<file path="src/rtl/pcstk_defs.svh">
/*
 * Register offsets, field positions, reset values and sizes for the
 * program counter and return stack block.
 * Assumes inclusion by its bare name from the package and the design.
 */
`ifndef PCSTK_DEFS_SVH
`define PCSTK_DEFS_SVH

// ****************************************************************
// Register byte addresses on the AXI4-Lite slave
// ****************************************************************
`define OFS_PC_LOW        12'h000
`define OFS_HIGH_LATCH    12'h004
`define OFS_UPPER_LATCH   12'h008
`define OFS_TOS_LOW       12'h00C
`define OFS_TOS_HIGH      12'h010
`define OFS_TOS_UPPER     12'h014
`define OFS_STACK_PTR     12'h018
`define OFS_PWR_STATUS    12'h01C
`define OFS_STACK_CTRL    12'h020

// ****************************************************************
// Sizes and fields
// ****************************************************************
`define PC_W              21
`define SP_W              6
`define STK_DEPTH_NORM    6'h1F
`define STK_DEPTH_DBG     6'h23
`define SP_RESET          6'h00
`define PC_RESET          21'h000000
`define PC_STEP           21'h000002
`define STAT_FULL_BIT     0
`define STAT_OVF_BIT      1
`define STAT_UNF_BIT      2
`define CTRL_PUSH_BIT     0
`define CTRL_POP_BIT      1
`define AXI_OKAY          2'h0
`define AXI_SLVERR        2'h2

`endif

</file>
<file path="src/rtl/pcstk_pkg.sv">
/*
 * Types shared by the program counter and return stack block.
 * Assumes the constants header is on the include path.
 */
`include "pcstk_defs.svh"

package pcstk_pkg;

    typedef enum logic [2:0] {
        OP_NONE,
        OP_STEP,
        OP_JUMP,
        OP_CALL,
        OP_IRQ,
        OP_RETURN
    } core_op_t;

    typedef struct packed {
        core_op_t                op;
        logic [`PC_W-1:0]        target;
    } core_req_t;

    typedef struct packed {
        logic                    full;
        logic                    overflow;
        logic                    underflow;
    } stack_status_t;

endpackage

</file>
<file path="src/rtl/program_counter_return_stack.sv">
/*
 * Program counter with byte latches and a hardware return stack,
 * reachable by software over an AXI4-Lite slave.
 * Assumes the core decoder issues one operation per cycle on core_req,
 * and that software keeps interrupts off while it touches the stack.
 */
// Design decisions made here: the AXI4-Lite interface to the registers and the address map.
`timescale 1ns/1ps
`default_nettype none
`include "pcstk_defs.svh"

module program_counter_return_stack (
    input  wire logic                      aclk,
    input  wire logic                      aresetn,
    input  wire pcstk_pkg::core_req_t      core_req,
    input  wire logic                      in_circuit_debug_mode,
    output logic [`PC_W-1:0]               program_counter,
    output pcstk_pkg::stack_status_t       stack_status,
    input  wire logic [11:0]               s_axi_awaddr,
    input  wire logic                      s_axi_awvalid,
    output logic                           s_axi_awready,
    input  wire logic [31:0]               s_axi_wdata,
    input  wire logic [3:0]                s_axi_wstrb,
    input  wire logic                      s_axi_wvalid,
    output logic                           s_axi_wready,
    output logic [1:0]                     s_axi_bresp,
    output logic                           s_axi_bvalid,
    input  wire logic                      s_axi_bready,
    input  wire logic [11:0]               s_axi_araddr,
    input  wire logic                      s_axi_arvalid,
    output logic                           s_axi_arready,
    output logic [31:0]                    s_axi_rdata,
    output logic [1:0]                     s_axi_rresp,
    output logic                           s_axi_rvalid,
    input  wire logic                      s_axi_rready
);
    import pcstk_pkg::*;

    // ****************************************************************
    // State
    // ****************************************************************
    logic [`PC_W-1:0]  pc_r;
    logic [7:0]        high_byte_latch_r;
    logic [4:0]        upper_byte_latch_r;
    logic [`SP_W-1:0]  stack_pointer_r;

    // Pointer zero has no entry
    logic [`PC_W-1:0]  stack_mem_r [1:35];
    logic              full_r;
    logic              overflow_r;
    logic              underflow_r;

    logic              dbg_s1_r;
    logic              dbg_s2_r;

    logic [11:0]       awaddr_r;
    logic [31:0]       wdata_r;
    logic [3:0]        wstrb_r;
    logic              aw_have_r;
    logic              w_have_r;
    logic              bvalid_r;
    logic [1:0]        bresp_r;
    logic              rvalid_r;
    logic [31:0]       rdata_r;
    logic [1:0]        rresp_r;

    // ****************************************************************
    // Debug mode strap synchroniser
    // ****************************************************************
    always_ff @(posedge aclk) begin
        if (!aresetn) begin
            dbg_s1_r <= 1'b0;
            dbg_s2_r <= 1'b0;
        end else begin
            // Pin is asynchronous to aclk
            dbg_s1_r <= in_circuit_debug_mode;
            dbg_s2_r <= dbg_s1_r;
        end
    end

    // ****************************************************************
    // Bus write channel capture
    // ****************************************************************
    logic wr_go;
    logic rd_go;
    logic aw_hit;
    logic w_hit;

    // Halves are taken in either order
    assign s_axi_awready = !aw_have_r && !bvalid_r;
    assign s_axi_wready  = !w_have_r && !bvalid_r;

    assign aw_hit        = s_axi_awvalid && s_axi_awready;
    assign w_hit         = s_axi_wvalid && s_axi_wready;

    // Commit once both halves are held
    assign wr_go         = aw_have_r && w_have_r && !bvalid_r;

    assign s_axi_arready = !rvalid_r;
    assign rd_go         = s_axi_arvalid && s_axi_arready;

    always_ff @(posedge aclk) begin
        if (!aresetn) begin
            aw_have_r <= 1'b0;
            w_have_r  <= 1'b0;
            awaddr_r  <= 12'h000;
            wdata_r   <= 32'h00000000;
            wstrb_r   <= 4'h0;
        end else begin
            if (aw_hit) begin
                aw_have_r <= 1'b1;
                awaddr_r  <= s_axi_awaddr;
            end else if (wr_go) begin
                aw_have_r <= 1'b0;
            end

            if (w_hit) begin
                w_have_r <= 1'b1;
                wdata_r  <= s_axi_wdata;
                wstrb_r  <= s_axi_wstrb;
            end else if (wr_go) begin
                w_have_r <= 1'b0;
            end
        end
    end

    // ****************************************************************
    // Write decode
    // ****************************************************************
    logic       wen;
    logic [7:0] wbyte;
    logic       wr_pcl;
    logic       wr_lath;
    logic       wr_latu;
    logic       wr_top_entry_low;
    logic       wr_top_entry_high;
    logic       wr_top_entry_upper;
    logic       wr_sp;
    logic       wr_stat;
    logic       wr_ctrl;
    logic       wr_known;

    // Registers use byte lane 0 only
    assign wen      = wr_go && wstrb_r[0];
    assign wbyte    = wdata_r[7:0];
    assign wr_pcl   = wen && (awaddr_r == `OFS_PC_LOW);
    assign wr_lath  = wen && (awaddr_r == `OFS_HIGH_LATCH);
    assign wr_latu  = wen && (awaddr_r == `OFS_UPPER_LATCH);
    assign wr_top_entry_low  = wen && (awaddr_r == `OFS_TOS_LOW);
    assign wr_top_entry_high  = wen && (awaddr_r == `OFS_TOS_HIGH);
    assign wr_top_entry_upper  = wen && (awaddr_r == `OFS_TOS_UPPER);
    assign wr_sp    = wen && (awaddr_r == `OFS_STACK_PTR);
    assign wr_stat  = wen && (awaddr_r == `OFS_PWR_STATUS);
    assign wr_ctrl  = wen && (awaddr_r == `OFS_STACK_CTRL);

    // Unmapped offsets: error, no effect
    assign wr_known = (awaddr_r == `OFS_PC_LOW)    || (awaddr_r == `OFS_HIGH_LATCH) ||
                      (awaddr_r == `OFS_UPPER_LATCH) || (awaddr_r == `OFS_TOS_LOW) ||
                      (awaddr_r == `OFS_TOS_HIGH)  || (awaddr_r == `OFS_TOS_UPPER) ||
                      (awaddr_r == `OFS_STACK_PTR) || (awaddr_r == `OFS_PWR_STATUS) ||
                      (awaddr_r == `OFS_STACK_CTRL);

    // ****************************************************************
    // Stack push and pop arbitration
    // ****************************************************************
    logic [`SP_W-1:0] depth;
    logic             core_push;
    logic             core_pop;
    logic             do_push;
    logic             do_pop;
    logic             push_ok;
    logic             pop_ok;
    logic [`PC_W-1:0] tos_val;
    logic             rd_pcl;

    assign depth     = dbg_s2_r ? `STK_DEPTH_DBG : `STK_DEPTH_NORM;

    assign core_push = (core_req.op == OP_CALL) || (core_req.op == OP_IRQ);
    assign core_pop  = (core_req.op == OP_RETURN);

    // Push wins over pop
    assign do_push   = core_push || (wr_ctrl && wbyte[`CTRL_PUSH_BIT]);
    assign do_pop    = !do_push && (core_pop || (wr_ctrl && wbyte[`CTRL_POP_BIT]));

    // No write beyond the last entry
    assign push_ok   = do_push && (stack_pointer_r < depth);
    assign pop_ok    = do_pop && (stack_pointer_r != `SP_RESET);

    // Empty stack reads as zero
    assign tos_val   = (stack_pointer_r == `SP_RESET) ? `PC_RESET : stack_mem_r[stack_pointer_r];

    assign rd_pcl    = rd_go && (s_axi_araddr == `OFS_PC_LOW);

    // Private storage; no memory space maps here
    always_ff @(posedge aclk) begin
        if (push_ok) begin
            // Counter already points past the call
            stack_mem_r[stack_pointer_r + 6'h01] <= pc_r;
        end else if (stack_pointer_r != `SP_RESET) begin
            // Ignored while the stack is empty
            if (wr_top_entry_low) begin
                stack_mem_r[stack_pointer_r][7:0] <= {wbyte[7:1], 1'b0};
            end

            if (wr_top_entry_high) begin
                stack_mem_r[stack_pointer_r][15:8] <= wbyte;
            end

            if (wr_top_entry_upper) begin
                stack_mem_r[stack_pointer_r][20:16] <= wbyte[4:0];
            end
        end
    end

    always_ff @(posedge aclk) begin
        if (!aresetn) begin
            stack_pointer_r <= `SP_RESET;
        end else if (push_ok) begin
            stack_pointer_r <= stack_pointer_r + 6'h01;
        end else if (pop_ok) begin
            stack_pointer_r <= stack_pointer_r - 6'h01;
        end else if (wr_sp) begin
            // Clamp to the depth in use
            stack_pointer_r <= (wbyte[5:0] > depth) ? depth : wbyte[5:0];
        end
    end

    // ****************************************************************
    // Stack status flags; overflow and underflow sticky until software writes one to clear, full follows the pointer
    // ****************************************************************
    always_ff @(posedge aclk) begin
        if (!aresetn) begin
            overflow_r  <= 1'b0;
            underflow_r <= 1'b0;
            full_r      <= 1'b0;
        end else begin
            // Set wins over clear
            overflow_r  <= (do_push && !push_ok) ||
                           (overflow_r && !(wr_stat && wbyte[`STAT_OVF_BIT]));

            underflow_r <= (do_pop && !pop_ok) ||
                           (underflow_r && !(wr_stat && wbyte[`STAT_UNF_BIT]));

            full_r      <= push_ok ? ((stack_pointer_r + 6'h01) == depth) :
                           pop_ok ? 1'b0 : (stack_pointer_r == depth);
        end
    end

    // ****************************************************************
    // Program counter and byte latches
    // ****************************************************************
    // Pop, then low-byte write, then core
    always_ff @(posedge aclk) begin
        if (!aresetn) begin
            pc_r <= `PC_RESET;
        end else if (pop_ok) begin
            pc_r <= {tos_val[20:1], 1'b0};
        end else if (wr_pcl) begin
            pc_r <= {upper_byte_latch_r, high_byte_latch_r, wbyte[7:1], 1'b0};
        end else begin
            case (core_req.op)
                OP_STEP: pc_r <= pc_r + `PC_STEP;
                OP_JUMP, OP_CALL, OP_IRQ: pc_r <= {core_req.target[20:1], 1'b0};
                default: pc_r <= pc_r;
            endcase
        end
    end

    // Latches move only on bus accesses, never on calls or returns
    always_ff @(posedge aclk) begin
        if (!aresetn) begin
            high_byte_latch_r  <= 8'h00;
            upper_byte_latch_r <= 5'h00;
        end else if (rd_pcl) begin
            // Low-byte read beats a latch write
            high_byte_latch_r  <= pc_r[15:8];
            upper_byte_latch_r <= pc_r[20:16];
        end else begin
            if (wr_lath) begin
                high_byte_latch_r <= wbyte;
            end

            if (wr_latu) begin
                upper_byte_latch_r <= wbyte[4:0];
            end
        end
    end

    // Outputs straight from flops
    assign program_counter    = pc_r;
    assign stack_status       = '{full: full_r, overflow: overflow_r, underflow: underflow_r};

    // ****************************************************************
    // Write response
    // ****************************************************************
    always_ff @(posedge aclk) begin
        if (!aresetn) begin
            bvalid_r <= 1'b0;
            bresp_r  <= `AXI_OKAY;
        end else if (wr_go) begin
            bvalid_r <= 1'b1;
            bresp_r  <= wr_known ? `AXI_OKAY : `AXI_SLVERR;
        end else if (s_axi_bready) begin
            bvalid_r <= 1'b0;
        end
    end

    // Stands until bready is seen
    assign s_axi_bvalid = bvalid_r;
    assign s_axi_bresp  = bresp_r;

    // ****************************************************************
    // Read path
    // ****************************************************************
    logic [31:0] rd_mux;
    logic        rd_known;

    // Unused upper bits read zero
    always_comb begin
        rd_mux   = 32'h00000000;
        rd_known = 1'b1;
        case (s_axi_araddr)
            `OFS_PC_LOW:      rd_mux = {24'h000000, pc_r[7:0]};
            `OFS_HIGH_LATCH:  rd_mux = {24'h000000, high_byte_latch_r};
            `OFS_UPPER_LATCH: rd_mux = {27'h0000000, upper_byte_latch_r};
            `OFS_TOS_LOW:     rd_mux = {24'h000000, tos_val[7:0]};
            `OFS_TOS_HIGH:    rd_mux = {24'h000000, tos_val[15:8]};
            `OFS_TOS_UPPER:   rd_mux = {27'h0000000, tos_val[20:16]};
            `OFS_STACK_PTR:   rd_mux = {26'h0000000, stack_pointer_r};
            `OFS_PWR_STATUS:  rd_mux = {29'h00000000, underflow_r, overflow_r, full_r};
            `OFS_STACK_CTRL:  rd_mux = 32'h00000000;
            default:          rd_known = 1'b0;
        endcase
    end

    always_ff @(posedge aclk) begin
        if (!aresetn) begin
            rvalid_r <= 1'b0;
            rdata_r  <= 32'h00000000;
            rresp_r  <= `AXI_OKAY;
        end else if (rd_go) begin
            rvalid_r <= 1'b1;
            rdata_r  <= rd_mux;
            rresp_r  <= rd_known ? `AXI_OKAY : `AXI_SLVERR;
        end else if (s_axi_rready) begin
            rvalid_r <= 1'b0;
        end
    end

    // Stands until rready is seen
    assign s_axi_rvalid = rvalid_r;
    assign s_axi_rdata  = rdata_r;
    assign s_axi_rresp  = rresp_r;

endmodule
`default_nettype wire

</file>
<file path="config.mk">
export PLATFORM = sky130hd
export DESIGN_NAME = program_counter_return_stack
export DESIGN_NICKNAME = d
export VERILOG_FILES = /design/src/rtl/pcstk_pkg.sv /design/src/rtl/program_counter_return_stack.sv
export VERILOG_INCLUDE_DIRS = /design/src /design/src/rtl
export SDC_FILE = /design/constraint.sdc
export NUM_CORES = 1
export LEC_CHECK = 0
export ABC_AREA = 1
export BUFFER_PORTS_ARGS = -buffer_cell sky130_fd_sc_hd__buf_2
export CAP_MARGIN = 30
export CORE_MARGIN = 10
export CORE_UTILIZATION = 62
export DETAILED_ROUTE_END_ITERATION = 10
export PLACE_DENSITY = 0.78
export RECOVER_POWER = 50
export SYNTH_ARGS = -nofsm -noshare
export SYNTH_HDL_FRONTEND = slang
export SYNTH_SLANG_ARGS = --single-unit
</file>
<file path="constraint.sdc">
create_clock -name aclk -period 5.1 [get_ports aclk]
set_input_delay 0.255 -clock aclk [delete_from_list [all_inputs] [get_ports aclk]]
set_output_delay 0.255 -clock aclk [all_outputs]
set_load 0.01 [all_outputs]
</file>
==> results_dict.tcl, run 1 <==
set metrics [dict create \
    grt_pass1_wl_microns 147000 \
    worstPathMaxFanout 63 \
    fill_cells 4128 \
    status "complete, but fails checks" \
    vias_per_cell 6.12 \
    routabilityCongestion 0.995 \
    cts-buffers-inserted 82 \
    rrSetupSlack_ps 350 \
    finalCriticalPeriod_ps 4750 \
    whs_path_depth 3 \
    arrival_ps 5310 \
    syn_area_sq_um 36000 \
    die_area_sq_um 68100 \
    crit_path_start_kind "register" \
    drv_slew 799 \
    dp_cells 4251 \
    hold_class "primary input to register" \
    row_count 88 \
    grt_pass1_vias 25287 \
    grt_overflow_total 0 \
    clk_pin_slew_ps 60 \
    peakVddDrop_mv 0.285 \
    synth_common_cells "edfxtp_1 (735), nand2_1 (734), nor2_1 (479)" \
    synth_edf_count 735 \
    slew_headroom_pct -48.7 \
    die_h_microns 261 \
    worstSetupEndpointType "register" \
    synthArstFlopShare_pct 0 \
    synth_cells 3530 \
    r2r_end "s_axi_rdata[6]" \
    whs_endpoint "awaddr_r[6]" \
    hold_viol 0 \
    core_sq_um 57600 \
    insertion_delay_ps 640 \
    cts_root_buf "clkbuf_16" \
    htreeDepth 3 \
    ys_ff_latch 821 \
    totalWireLength_microns 99000 \
    seq_area_frac_synth_pct 66.1 \
    path_class "register to register" \
    clockBufferDepth 3 \
    grt_max_degree 144 \
    first_iter_violations 4016 \
    drive_above_1_share_pct 7.30 \
    yosysTopAreaCell "edfxtp_1" \
    dr.pass1.iters 6 \
    num_vias 27100 \
    holdWs_ps 2.06 \
    post-synth-top-count-cell "edfxtp_1" \
    violations "capacitance limit, slew limit" \
    synthFlopType "edfxtp_1" \
    finalSetupViolCount 0 \
    fin_tns_setup_ps 0 \
    dp_slack_ps 634 \
    area.growth.synth_to_final_pct 10.9 \
    required_ps 5660 \
    p_leak_nw 14.6 \
    yosysWarnings 0 \
    rsz0062_at_grt "no" \
    cts_tree "built" \
    drv_cap 22 \
    clock_sinks 821 \
    reg2reg_depth 12 \
    synth_cell_types 45 \
    antenna_found_initial 0 \
    final_cells 4425 \
    post_synth.cell_area_avg_sq_um 10.2 \
    drcViolationCount 0 \
    start_util_pct 62.5 \
    cts_setup_buffers 0 \
    min_period_over_period_pct 93.2 \
    route.detailed.wl_per_inst_microns 22.4 \
    nNetsFinal 3698 \
    postRouteAntennaNets 0 \
    worst_slew_pin_slew_ps 2230 \
    synth_area_leaders "edfxtp_1 (61%), nand2_1 (7.7%), nand3_1 (5.8%)" \
    finClkSkew_ps 27.2 \
    ioPinCount 157 \
    n_antenna_cell 0 \
    min_from "s_axi_awaddr[6]" \
    hpwl_microns 61600 \
    die_w_microns 261 \
    max_freq_mhz 210 \
    yosys.area.top_type_share_pct 61.3 \
    grtUsageTotal_pct 28.3 \
    fin_ws_ps 349 \
    total_power_mw 16.0 \
    power_density_nw_per_um2 401 \
    port_buffers 102 \
]
## worst max path at each step
stage	startpoint	endpoint	depth (start not counted)
global placement	stack_pointer_r[0]	stack_mem_r[15][10]	15
global route	register	s_axi_rdata[1]	13
CTS	stack_pointer_r[0]	stack_mem_r[15][13]	15
finish	register	s_axi_rdata[6]	12
floorplan	dbg_s2_r	stack_mem_r[10][13]	11
detailed placement	stack_pointer_r[0]	stack_mem_r[15][10]	15
## cell families (layout without fill, tap and decap cells)
kind of cell / Yosys count / after routing / synth area share [%]
AOI/OAI and AO/OA: 523 / 523 / 8.05
xor gates and xnor gates: 18 / 18 / 0.438
adders and majority gates: 12 / 12 / 0.417
buffers and inverters: 455 / 560 / 5.17
DFF: 821 / 821 / 66.1
other: 1 / 26 / 0.0104
and+or+nand+nor: 1700 / 1700 / 19.8
## routing by layer
metal	part of all wire, %	track usage (%)
met2	47	44.8
met5	0	0
met1	37	37.6
met4	4.7	13.4
met3	11	5.08
## cell type report
cell class / count / area [sq um] / area share, %
flip-flops and latches: 821 / 23800 / 59.6
well taps: 765 / 957 / 2.40
repair buffers: 180 / 1120 / 2.82
inverters: 230 / 876 / 2.19
multi-input cells: 2279 / 10400 / 26.2
clock inverters: 48 / 443 / 1.11
clock buffers: 102 / 2270 / 5.68
## where the power goes
part	internal (mW)	leakage [nW]	total [mW]	switching [mW]
sequential	7.56	7.39	7.69	0.132
combinational	0.571	5.83	2.28	1.71
clock	3.48	1.33	6.04	2.57
## worst max-delay path: stages (launching register included)
cell,delay [ps]
dfxtp_2,560
clkbuf_1,1260
clkbuf_2,1260
o21ai_0,320
o211ai_1,300
nand3_1,120
nand3_1,170
nand2_1,80
nand2_1,160
nand3_1,100
nand3_1,110
nand2_1,70
a21oi_1,140
## through the flow
step	utilization, %	area (sq um)
2_1_floorplan	-	36100
3_3_place_gp	64.4	37100
3_5_place_dp	64.6	37200
4_1_cts	69.7	40100
5_1_grt	69.3	39900
6_report	69.3	39900
## placed cells by master, fill, tap and decap left out, drive strengths merged, types with 6 or more instances in the layout
| cell | count |
|---|---|
| o221ai | 7 |
| ha | 12 |
| buf | 93 |
| clkbuf | 166 |
| xor2 | 17 |
| conb | 26 |
| nand4 | 14 |
| clkinvlp | 6 |
| a31oi | 17 |
| nand2 | 739 |
| bufinv | 6 |
| nor3 | 25 |
| nand3 | 420 |
| dlygate4sd3 | 23 |
| o211ai | 60 |
| nor2 | 492 |
| o22ai | 30 |
| inv | 228 |
| dfxtp | 86 |
| edfxtp | 735 |
| a21oi | 91 |
| o21ai | 305 |
| clkinv | 38 |
## repair_timing
action | CTS | global route
hold endpoints to repair | 22 | 0
resized for setup | 0 | 0
endpoints found under the setup margin | 0 | 0
hold buffers | 23 | 0
## registers in the layout, indices dropped and copies added, names as in the netlist, 5 cells and up, named ones only
name / cells
high_byte_latch_r: 8
wdata_r: 8
stack_mem_r: 735
awaddr_r: 12
s_axi_rdata: 8
program_counter: 21
stack_pointer_r: 6
upper_byte_latch_r: 5
No activity file was read; power rests on OpenSTA's default activity.
==> inputs of run 2 (changes only) <==
--- a/config.mk
+++ b/config.mk
@@ -12,7 +12,7 @@
 export CORE_MARGIN = 10
 export CORE_UTILIZATION = 62
 export DETAILED_ROUTE_END_ITERATION = 10
-export PLACE_DENSITY = 0.78
+export PLACE_DENSITY = 0.8
 export RECOVER_POWER = 50
 export SYNTH_ARGS = -nofsm -noshare
 export SYNTH_HDL_FRONTEND = slang
==> results_dict.tcl, run 2 (same netlist as run 1, synthesis figures left out) <==
set metrics [dict create \
    status "complete, but fails checks" \
    violations "capacitance limit, slew limit" \
    clk_pin_slew_ps 60 \
    worst_slew_pin_slew_ps 2420 \
    cts_resized 0 \
    die_h_microns 261 \
    clockBufferDepth 3 \
    htreeDepth 3 \
    worstSetupEndpointType "register" \
    p_leak_nw 14.5 \
    layout_common_cells "edfxtp_1 (735), nand2_1 (734), nor2_1 (480)" \
    hold_viol 0 \
    finalCriticalPeriod_ps 4550 \
    arrival_ps 4910 \
    fill_cells 4082 \
    ioPinCount 157 \
    drcViolationCount 0 \
    dp_cells 4242 \
    antenna_found_initial 0 \
    route.detailed.wl_per_inst_microns 22.1 \
    core_sq_um 57600 \
    hpwl_microns 60300 \
    vias_per_cell 6.12 \
    crit_path_start_kind "register" \
    slew_headroom_pct -63.2 \
    dr.pass1.iters 6 \
    worstPathMaxFanout 24 \
    dp_slack_ps 764 \
    postRouteAntennaNets 0 \
    cts_root_buf "clkbuf_16" \
    clock_sinks 821 \
    die_area_sq_um 68100 \
    cts_tree "built" \
    power_density_nw_per_um2 399 \
    final_cells 4412 \
    die_w_microns 261 \
    routabilityCongestion 1.02 \
    fin_ws_ps 549 \
    hold_buffers 25 \
    num_vias 26987 \
    rsz0062_at_grt "no" \
    drv_cap 22 \
    totalWireLength_microns 97700 \
    layout_commonest_cell "edfxtp_1" \
    grtUsageTotal_pct 28.4 \
    hold_class "primary input to register" \
    max_freq_mhz 220 \
    nNetsFinal 3690 \
    regMostFlops "stack_mem_r" \
    path_class "register to register" \
    finClkSkew_ps 14.1 \
    cts-buffers-inserted 79 \
    grt_pass1_vias 25416 \
    insertion_delay_ps 640 \
    fin_util_pct 69.0 \
    grt_overflow_total 0 \
    fin_tns_setup_ps 0 \
    grt_pass1_wl_microns 148000 \
    area.growth.synth_to_final_pct 10.5 \
    required_ps 5460 \
    port_buffers 102 \
    first_iter_violations 4034 \
    finalSetupViolCount 0 \
    peakVddDrop_mv 0.315 \
    drive_above_1_share_pct 6.69 \
    grt_max_degree 198 \
    row_count 88 \
    largest_register_ffs 735 \
    min_period_over_period_pct 89.2 \
    start_util_pct 62.5 \
    drv_slew 768 \
    cts_setup_buffers 0 \
]
-- run 2: cell count changes in the layout (fill, tap and decap cells not counted), sizes merged --
cell         before  now
clkinvlp          6    1
clkbuf          166  171
inv             228  229
clkinv           38   27
bufinv            6    9
buf              93   84
diode             0    1
dlygate4sd3      23   25
-- run 2: area by class of cell --
type                    count  area, sq um  share of cell area (%)
multi-input cells        2279        10400                    26.3
clock buffers             105         2160                    5.43
diodes                      1         2.50                 0.00630
inverters                 230          876                    2.20
clock inverters            36          422                    1.06
repair buffers            175         1090                    2.75
flip-flops and latches    821        23800                    59.9
well taps                 765          957                    2.41
-- run 2: power by group --
part           internal [mW]  total, mW  switching (mW)  leakage (nW)
clock                   3.44       5.91            2.47          1.27
combinational          0.568       2.24            1.68          5.80
sequential              7.56       7.71           0.153          7.39
-- run 2: worst max-delay path, stage by stage, from the launching register on --
cell and delay (ps):
dfxtp_1 450, inv_1 160, ha_1 270, nand3_1 160, nor3_4 90, nor2_1 360
nand2_1 110, clkinv_1 120, nand2_4 170, o21ai_0 1850, clkbuf_1 510
-- run 2: final timing paths --
kind	cells past startpoint	startpoint	slack [ps]	end
worst max-delay path	10	stack_pointer_r[0]	550	stack_mem_r[21][13]
worst min-delay path	3	s_axi_araddr[4]	40	s_axi_rresp[1]
worst min register to register	2	dbg_s1_r	420	dbg_s2_r
worst max register to register	10	stack_pointer_r[0]	550	stack_mem_r[21][13]
-- run 2: metrics by stage --
stage               power, mW  hold WS (ps)  area, sq um
detailed placement       9.99           406        37100
floorplan                9.18           353        36100
CTS                      15.8          22.6        39900
finish                   15.9          35.9        39700
global placement         9.94           405        37100
global route             16.4          81.5        39700
-- run 2: metal layers --
layer  up-vias  wire length, microns  GRT usage (%)  part of all wire [%]
li1      12239                     -              -                     -
met1     12666                 35600           38.0                    36
met2      1788                 45700           44.4                    47
met3       294                 12000           6.28                    12
met4         0                  4310           12.4                   4.4
met5         -                     0              0                     0
